$ cat src/pin_mux_pkg.sv
// package: register map, field positions and reset values for the pin mux
package pin_mux_pkg;
    // ========================================================================
    // package variants
    localparam logic [0:0] PKG_20_PIN = 1'h0;
    localparam logic [0:0] PKG_28_PIN = 1'h1;

    // ========================================================================
    // register byte offsets (apb, one aligned word each)
    localparam logic [7:0] OFS_A_ENABLE  = 8'h00;
    localparam logic [7:0] OFS_A_SET_ONE = 8'h04;
    localparam logic [7:0] OFS_A_SET_TWO = 8'h08;
    localparam logic [7:0] OFS_B_ENABLE  = 8'h0C;
    localparam logic [7:0] OFS_B_SET_ONE = 8'h10;
    localparam logic [7:0] OFS_B_SET_TWO = 8'h14;
    localparam logic [7:0] OFS_C_ENABLE  = 8'h18;
    localparam logic [7:0] OFS_C_SET_ONE = 8'h1C;
    localparam logic [7:0] OFS_C_SET_TWO = 8'h20;
    localparam logic [7:0] OFS_D_ENABLE  = 8'h24;
    localparam logic [7:0] OFS_ROUTE_STS = 8'h28;

    // ========================================================================
    // reset values
    localparam logic [7:0] RST_ENABLE  = 8'h00;
    localparam logic [7:0] RST_SET     = 8'h00;
    localparam logic [7:0] RST_D_ENABLE = 8'h01;   // reset pin function on

    // ========================================================================
    // widths and field positions
    localparam int ADDR_W     = 8;
    localparam int PORT_W     = 8;
    localparam int B_BITS     = 4;
    localparam int C_BITS     = 4;
    localparam int STS_A_LSB  = 0;
    localparam int STS_B_LSB  = 8;
    localparam int STS_C_LSB  = 16;
    localparam int STS_D_LSB  = 24;
endpackage

$ cat src/port_alt_function_select.sv
// port alternate function select: apb registers and per-pin routing
`timescale 1ns/1ps
// Behaviour
// (RULE_01) second set-select registers exist, read back, never steer routing
// (RULE_02) pin gets set-selected function only while its enable bit is set
// (RULE_03) port d has no set-select registers at all
// (RULE_04) port d enable bit connects pin straight to its one function
// (RULE_05) a0: timer 0 in/complement; a1: timer 0 out; value 1 reserved
// (RULE_06) a2 value 0 carries serial 0 driver enable; 1 reserved
// (RULE_07) a3 value 0 carries serial 0 clear-to-send; 1 reserved
// (RULE_08) a4 receive, a5 transmit on value 0; 1 reserved in 28-pin
// (RULE_09) 28-pin a6: timer 1 in or scl; a7: timer 1 out or sda
// (RULE_10) b0..b2 value 1 analog 0..2; b3 clock in (0) or analog 3
// (RULE_11) c0, c1 value 1 analog 4/5, comparator inputs, led drive
// (RULE_12) 20-pin c2 value 1 reference/analog 6/led; c3 comparator out or led
// (RULE_13) direction of an assigned pin comes from its peripheral
// (RULE_14) d0 leaves reset as reset pin; output-only as plain i/o
// (RULE_15) reserved choice connects nothing, peripheral input held inactive
// (RULE_16) package variant is a static parameter choosing the table
module port_alt_function_select
    import pin_mux_pkg::*;
#(
    parameter logic [0:0] PKG_VARIANT = pin_mux_pkg::PKG_28_PIN
) (
    // clock and reset
    input  wire logic                          clk,
    input  wire logic                          reset_n,
    // apb slave
    input  wire logic                          psel,
    input  wire logic                          penable,
    input  wire logic                          pwrite,
    input  wire logic [pin_mux_pkg::ADDR_W-1:0] paddr,
    input  wire logic [31:0]                   pwdata,
    output logic      [31:0]                   prdata,
    output logic                               pready,
    output logic                               pslverr,
    // gpio side: data, direction from the port registers
    input  wire logic [pin_mux_pkg::PORT_W-1:0] gpio_a_out,
    input  wire logic [pin_mux_pkg::PORT_W-1:0] gpio_a_oe,
    input  wire logic [pin_mux_pkg::PORT_W-1:0] gpio_b_out,
    input  wire logic [pin_mux_pkg::PORT_W-1:0] gpio_b_oe,
    input  wire logic [pin_mux_pkg::PORT_W-1:0] gpio_c_out,
    input  wire logic [pin_mux_pkg::PORT_W-1:0] gpio_c_oe,
    input  wire logic                          gpio_d0_out,
    // pads
    input  wire logic [pin_mux_pkg::PORT_W-1:0] pad_a_in,
    output logic      [pin_mux_pkg::PORT_W-1:0] pad_a_out,
    output logic      [pin_mux_pkg::PORT_W-1:0] pad_a_oe,
    input  wire logic [pin_mux_pkg::PORT_W-1:0] pad_b_in,
    output logic      [pin_mux_pkg::PORT_W-1:0] pad_b_out,
    output logic      [pin_mux_pkg::PORT_W-1:0] pad_b_oe,
    output logic      [pin_mux_pkg::PORT_W-1:0] pad_b_analog,
    input  wire logic [pin_mux_pkg::PORT_W-1:0] pad_c_in,
    output logic      [pin_mux_pkg::PORT_W-1:0] pad_c_out,
    output logic      [pin_mux_pkg::PORT_W-1:0] pad_c_oe,
    output logic      [pin_mux_pkg::PORT_W-1:0] pad_c_analog,
    output logic      [pin_mux_pkg::PORT_W-1:0] pad_c_led,
    input  wire logic                          pad_d0_in,
    output logic                               pad_d0_out,
    output logic                               pad_d0_oe,
    // timers
    input  wire logic                          timer_zero_output,
    input  wire logic                          timer_zero_output_n,
    input  wire logic                          timer_zero_oe,
    output logic                               timer_zero_input,
    input  wire logic                          timer_one_output,
    input  wire logic                          timer_one_output_n,
    input  wire logic                          timer_one_oe,
    output logic                               timer_one_input,
    // serial port 0 (plain or infrared share the pins)
    input  wire logic                          serial_zero_driver_enable,
    output logic                               serial_zero_clear_to_send,
    output logic                               serial_zero_receive,
    input  wire logic                          serial_zero_transmit,
    // i2c, open drain: low is driven, high released
    input  wire logic                          i2c_scl_drive_low,
    output logic                               i2c_scl_in,
    input  wire logic                          i2c_sda_drive_low,
    output logic                               i2c_sda_in,
    // comparator, clock, reset
    input  wire logic                          comparator_zero_output,
    output logic                               external_clock_input,
    input  wire logic                          reset_drive_low,
    output logic                               external_reset_n
);
    import pin_mux_pkg::*;

    logic [PORT_W-1:0] a_en_r, a_set1_r, a_set2_r;
    logic [PORT_W-1:0] b_en_r, b_set1_r, b_set2_r;
    logic [PORT_W-1:0] c_en_r, c_set1_r, c_set2_r;
    logic [PORT_W-1:0] d_en_r;
    logic [PORT_W-1:0] a_route, b_route, c_route;
    logic              d0_route;
    logic              wr_en;
    logic              is_28;

    assign is_28 = (PKG_VARIANT == PKG_28_PIN);                 // [RULE_16]

    // ========================================================================
    // apb slave: zero wait states, unmapped offsets error
    assign pready = 1'b1;
    assign wr_en  = psel && penable && pwrite;

    // ------------------------------------------------------------------------
    // register writes; set-two registers only store       [RULE_01]
    always_ff @(posedge clk) begin
        if (!reset_n) begin
            a_en_r   <= RST_ENABLE;
            a_set1_r <= RST_SET;
            a_set2_r <= RST_SET;
            b_en_r   <= RST_ENABLE;
            b_set1_r <= RST_SET;
            b_set2_r <= RST_SET;
            c_en_r   <= RST_ENABLE;
            c_set1_r <= RST_SET;
            c_set2_r <= RST_SET;
            d_en_r   <= RST_D_ENABLE;                           // [RULE_14]
        end else if (wr_en) begin
            unique case (paddr)
                OFS_A_ENABLE:  a_en_r   <= pwdata[7:0];
                OFS_A_SET_ONE: a_set1_r <= pwdata[7:0];
                OFS_A_SET_TWO: a_set2_r <= pwdata[7:0];
                OFS_B_ENABLE:  b_en_r   <= pwdata[7:0];
                OFS_B_SET_ONE: b_set1_r <= pwdata[7:0];
                OFS_B_SET_TWO: b_set2_r <= pwdata[7:0];
                OFS_C_ENABLE:  c_en_r   <= pwdata[7:0];
                OFS_C_SET_ONE: c_set1_r <= pwdata[7:0];
                OFS_C_SET_TWO: c_set2_r <= pwdata[7:0];
                OFS_D_ENABLE:  d_en_r   <= pwdata[7:0];   // [RULE_03]
                default: ;
            endcase
        end
    end

    // ------------------------------------------------------------------------
    // read data and error; status word shows live routing
    always_comb begin
        prdata  = 32'h0000_0000;
        pslverr = 1'b0;
        unique case (paddr)
            OFS_A_ENABLE:  prdata[7:0] = a_en_r;
            OFS_A_SET_ONE: prdata[7:0] = a_set1_r;
            OFS_A_SET_TWO: prdata[7:0] = a_set2_r;
            OFS_B_ENABLE:  prdata[7:0] = b_en_r;
            OFS_B_SET_ONE: prdata[7:0] = b_set1_r;
            OFS_B_SET_TWO: prdata[7:0] = b_set2_r;
            OFS_C_ENABLE:  prdata[7:0] = c_en_r;
            OFS_C_SET_ONE: prdata[7:0] = c_set1_r;
            OFS_C_SET_TWO: prdata[7:0] = c_set2_r;
            OFS_D_ENABLE:  prdata[7:0] = d_en_r;
            OFS_ROUTE_STS: begin
                prdata[STS_A_LSB +: 8] = a_route;
                prdata[STS_B_LSB +: 8] = b_route;
                prdata[STS_C_LSB +: 8] = c_route;
                prdata[STS_D_LSB]      = d0_route;
            end
            default:       pslverr = psel && penable;
        endcase
    end

    // ========================================================================
    // route valid: enable set and choice not reserved      [RULE_02] [RULE_15]
    always_comb begin
        // port a: bits 0..5 only on value 0, 6..7 both values in 28-pin
        for (int i = 0; i < 6; i++) begin
            a_route[i] = a_en_r[i] && !a_set1_r[i];      // [RULE_05] [RULE_08]
        end
        for (int i = 6; i < 8; i++) begin
            a_route[i] = a_en_r[i] && (!a_set1_r[i] || is_28);   // [RULE_09]
        end
        // port b: 0..2 analog only on 1, 3 both values        [RULE_10]
        b_route = '0;
        for (int i = 0; i < 3; i++) begin
            b_route[i] = b_en_r[i] && b_set1_r[i];
        end
        b_route[3] = b_en_r[3];
        // port c: 0..2 only on 1, 3 both values in 20-pin   [RULE_11] [RULE_12]
        c_route = '0;
        for (int i = 0; i < 3; i++) begin
            c_route[i] = c_en_r[i] && c_set1_r[i];
        end
        c_route[2] = c_route[2] && !is_28;       // 20-pin only
        c_route[3] = c_en_r[3] && !is_28;
        d0_route   = d_en_r[0];                                 // [RULE_04]
    end

    // ========================================================================
    // pad drive; peripheral supplies direction when routed       [RULE_13]
    always_comb begin
        pad_a_out = gpio_a_out;
        pad_a_oe  = gpio_a_oe;
        if (a_route[0]) begin
            pad_a_out[0] = timer_zero_output_n;
            pad_a_oe[0]  = timer_zero_oe;                       // [RULE_05]
        end
        if (a_route[1]) begin
            pad_a_out[1] = timer_zero_output;
            pad_a_oe[1]  = 1'b1;
        end
        if (a_route[2]) begin
            pad_a_out[2] = serial_zero_driver_enable;           // [RULE_06]
            pad_a_oe[2]  = 1'b1;
        end
        if (a_route[3]) begin
            pad_a_out[3] = 1'b0;                                // [RULE_07]
            pad_a_oe[3]  = 1'b0;
        end
        if (a_route[4]) begin
            pad_a_out[4] = 1'b0;                                // [RULE_08]
            pad_a_oe[4]  = 1'b0;
        end
        if (a_route[5]) begin
            pad_a_out[5] = serial_zero_transmit;
            pad_a_oe[5]  = 1'b1;
        end
        // open drain on i2c: drive low only                    [RULE_09]
        if (a_route[6]) begin
            pad_a_out[6] = a_set1_r[6] ? 1'b0 : timer_one_output_n;
            pad_a_oe[6]  = a_set1_r[6] ? i2c_scl_drive_low : timer_one_oe;
        end
        if (a_route[7]) begin
            pad_a_out[7] = a_set1_r[7] ? 1'b0 : timer_one_output;
            pad_a_oe[7]  = a_set1_r[7] ? i2c_sda_drive_low : 1'b1;
        end
        // port b: analog and clock in are all inputs           [RULE_10]
        pad_b_out    = gpio_b_out;
        pad_b_oe     = gpio_b_oe & ~b_route;
        pad_b_analog = '0;
        pad_b_analog[2:0] = b_route[2:0];
        pad_b_analog[3]   = b_route[3] && b_set1_r[3];
        // port c: comparator output on c3 value 0 in 20-pin, else led/analog
        pad_c_out    = gpio_c_out;
        pad_c_oe     = gpio_c_oe & ~c_route;
        pad_c_analog = '0;
        pad_c_led    = '0;
        pad_c_analog[2:0] = c_route[2:0];                       // [RULE_11]
        pad_c_led[2:0]    = c_route[2:0];
        if (c_route[3]) begin
            pad_c_out[3] = c_set1_r[3] ? 1'b0 : comparator_zero_output;
            pad_c_oe[3]  = !c_set1_r[3];                        // [RULE_12]
            pad_c_led[3] = c_set1_r[3];
        end
        // port d0: reset pin open drain, else output-only i/o  [RULE_14]
        pad_d0_out = d0_route ? 1'b0 : gpio_d0_out;
        pad_d0_oe  = d0_route ? reset_drive_low : 1'b1;         // [RULE_04]
    end

    // ========================================================================
    // peripheral inputs: inactive level unless routed           [RULE_15]
    always_comb begin
        timer_zero_input  = a_route[0] ? pad_a_in[0] : 1'b0;
        serial_zero_clear_to_send = a_route[3] ? pad_a_in[3] : 1'b1;
        serial_zero_receive = a_route[4] ? pad_a_in[4] : 1'b1;
        timer_one_input   = (a_route[6] && !a_set1_r[6]) ? pad_a_in[6] : 1'b0;
        i2c_scl_in        = (a_route[6] && a_set1_r[6]) ? pad_a_in[6] : 1'b1;
        i2c_sda_in        = (a_route[7] && a_set1_r[7]) ? pad_a_in[7] : 1'b1;
        external_clock_input = (b_route[3] && !b_set1_r[3]) ? pad_b_in[3]
                                                            : 1'b0;
        external_reset_n  = d0_route ? pad_d0_in : 1'b1;        // [RULE_04]
    end

    // c port pad inputs feed analog paths outside this block
    logic unused_c;
    assign unused_c = ^pad_c_in;
endmodule

$ cat config.mk
export PLATFORM = sky130hd
export DESIGN_NAME = port_alt_function_select
export DESIGN_NICKNAME = d
export VERILOG_FILES = /design/src/pin_mux_pkg.sv /design/src/port_alt_function_select.sv
export SDC_FILE = /design/constraint.sdc
export NUM_CORES = 1
export LEC_CHECK = 0
export CORE_MARGIN = 2
export CORE_UTILIZATION = 60
export DETAILED_ROUTE_END_ITERATION = 10
export DONT_BUFFER_PORTS = 1
export PLACE_DENSITY = 0.87
export SKIP_CTS_REPAIR_TIMING = 1
export SLEW_MARGIN = 10
export SYNTH_ARGS = -nofsm -noshare
export SYNTH_HDL_FRONTEND = slang
export SYNTH_SLANG_ARGS = --single-unit
$ cat constraint.sdc
create_clock -name clk -period 3.4 [get_ports clk]
set_input_delay 0.51 -clock clk [delete_from_list [all_inputs] [get_ports clk]]
set_output_delay 0.51 -clock clk [all_outputs]
set_load 0.005 [all_outputs]
==> impl_results.md <==
- Largest vdd supply drop: 0.251 mV
- Layout area overhead: -2.65%
- Initial antenna violation count: 0
- Core area: a little over 8000 um2
- CTS tree: done
- # DRC: 0
- Sequential Area: about 1600 um2
- I/O pin count: between 200 and 250
- Worst setup margin: approximately 830 ps
- Wire per inst: around 21 um
- Largest delay contributor family on the critical path: simple AND/OR/NAND/NOR gates
- DIE WIDTH: approximately 95 um
- Crit path largest cell delay: ~740 ps
- Synthesized flop and latch total: 80
- Pwr dens: 379 nW/um2
- Final worst-path cycle share: 0.755
- Syn Inst Count: between 500 and 600
- DRT iter0 DRCs: 210
- Rel. slew slack: 0.505
- Share of cells above drive strength 1: 0.0965
- Buffer depth of the longest clock path: 2
- Reg clk slew, reported paths: 90 ps
- Later-pin clock latency in the skew report: 360 ps
- Die area: between 9000 and 10,000 um2
- Clock Sinks: 80
- Number of global-route vias before repair: about 3,500
- Data required time of the critical path: 2890 ps
- Clock power share: 0.450
- PortBufs: 0
- Largest net degree at the start of global routing: 81
- Most common cell after layout, fill and taps aside: mux2i_1
- Outcome: complete, no violations
- Total CTS buffers: 9
- H-tree depth: 3
- GRT overflow: 0
- Starting Density: 0.616
- Cell-by-cell trace of the critical path: or4_1, nor3_2, a22oi_1, nand3_1
- Mapped Area: around 5000 um2
- Unique masters post-synth: 47
- GP Congestion: slightly below 0.9
- Post-Place Setup Slack: roughly 900 ps
- Leak: 1.95 nW
- Final nets: slightly above 600
- Buf+Inv Stages, Crit Path: 0
- Max-Cap Viols: 0
- Commonest cells after routing, fill and taps aside: mux2i_1, nor2b_1, dfxtp_1
- Final setup fails: 0
- Final min period: between 2000 and 3000 ps
- Hold crit path type: in -> reg
- First-pass DRT Iterations: 4
- Setup tns final: 0 ps
- Psw: a little under 0.4 mW
- Remaining antenna violation count: 0
- Routed WL: between 10 and 15 mm
- Clock skew: 0 ps
- CP Max Fanout: 7
- Dpl hpwl: about 8.3 mm
- Data arrival, critical path: 2060 ps
- Total GRT Usage: 0.266
- First-pass GRT wire length: 18.1 mm
- Root buffer cell: clkbuf_8
- Die Y: 95.4 um
- Logic pwr share: 0.043
- Final Max Tran Viols: 0
- Reg-to-reg slack, setup: 2630 ps
- Final Hold Vio Count: 0
- WS Path Type: in -> out
- CP max stage cell: or4_1
- Ys Warns: 0
- Internal Power: ~1.5 mW
- # diodes: 0
- Switching part of the total: 0.210
- Reg power frac: 0.507
- Syn Area/Cell: approximately 9.4 um2
- Critical Path Start Type: primary input
- RSZ-0062 raised after global routing: no
- Worst slew pin tran: approximately 740 ps
- Multi-input gate area: ~2800 um2
- CP endpoint kind: primary output
- DR vias: between 3,000 and 4,000
- Fillcell total: a little under 700
- Vias/cell: 6.09
- Fmax: between 300 and 400 MHz
- Sequential share of the synthesized area: 0.320
- Num rows: 33
logic make-up (layout without fill, tap and decap cells):
family,Yosys count,in the layout,synth area share
buffers and inverters,107,30,0.138
and+or+nand+nor,188,188,0.248
other,2,34,0.00150
AOI/OAI and AO/OA,48,48,0.0742
DFF,80,80,0.320
muxes,107,107,0.219
synth_stat cells (all sizes together):
master,instances,area [um2]
nor2,14,52.6
buf,85,608
mux2i,99,991
a22oi,9,67.6
nand2,21,78.8
a222oi,1,10.0
clkbuf,12,46.3
a21bo,1,10.0
and2,11,68.8
dfxtp,80,1600
or4b,1,10.0
nor3,4,35.0
or2,4,25.0
nor2b,84,526
and3,8,50.1
inv,10,37.5
conb,2,7.51
o32ai,1,8.76
mux4,1,26.3
a31o,1,8.76
nand2b,11,68.8
nor4b,5,88.8
o2bb2ai,13,114
nand3b,4,30.0
and3b,1,8.76
mux2,7,78.8
nor4,3,48.8
o21ai,8,40.0
a21oi,3,15.0
o2111ai,1,8.76
nand4,1,6.26
o22a,1,8.76
a32o,1,10.0
or4,1,7.51
a22o,5,43.8
nor4bb,1,10.0
nand3,14,125
a32oi,3,26.3
stage by stage:
step	cells	total power, mW	utilization	cell area, um2	hold slack (ps)
6_report	592	1.85	0.599	4880	237
5_1_grt	592	1.90	0.599	4880	211
4_1_cts	592	1.85	0.599	4880	209
3_5_place_dp	576	1.04	0.571	4640	505
3_3_place_gp	576	1.03	0.571	4640	491
2_1_floorplan	564	1.12	-	5130	474
registers in the layout (all words and copies together), names as in the netlist:
register	cells
a_en_r	8
a_set1_r	8
a_set2_r	8
b_en_r	8
b_set1_r	8
b_set2_r	8
c_en_r	8
c_set1_r	8
c_set2_r	8
d_en_r	8
path summary, 6_finish.rpt:
kind                                          startpoint                       end  cells after the start
worst max-delay path                            paddr[7]                 prdata[1]                      4
worst min-delay path                             reset_n    d_en_r[0]$_SDFFE_PN1P_                      1
worst max register to register    a_en_r[6]$_SDFFE_PN0P_    a_en_r[6]$_SDFFE_PN0P_                      2
worst min register to register  b_set1_r[5]$_SDFFE_PN0P_  b_set1_r[5]$_SDFFE_PN0P_                      2
per-layer routing:
layer | part of all wire | up-vias | global-route usage
met1 | 0.38 | 1733 | 0.321
met5 | 0 | - | 0
li1 | - | 1632 | -
met4 | 0.040 | 0 | 0.163
met3 | 0.092 | 43 | 0.0617
met2 | 0.49 | 200 | 0.427
cell type report:
class / instances / area share
flip-flops and latches: 80 / 0.328
inverters: 10 / 0.00770
repair buffers: 4 / 0.00616
clock inverters: 7 / 0.0226
multi-input cells: 377 / 0.583
clock buffers: 9 / 0.0254
well taps: 105 / 0.0269
power groups by stage:
| stage | clock network (mW) | registers, mW | logic (mW) |
|---|---|---|---|
| global route | 0.880 | 0.937 | 0.0865 |
| finish | 0.832 | 0.936 | 0.0796 |
| floorplan | 0 | 0.959 | 0.158 |
| CTS | 0.839 | 0.936 | 0.0780 |
| global placement | 0 | 0.959 | 0.0764 |
| detailed placement | 0 | 0.959 | 0.0770 |
Power figures use the tool's default switching activity.
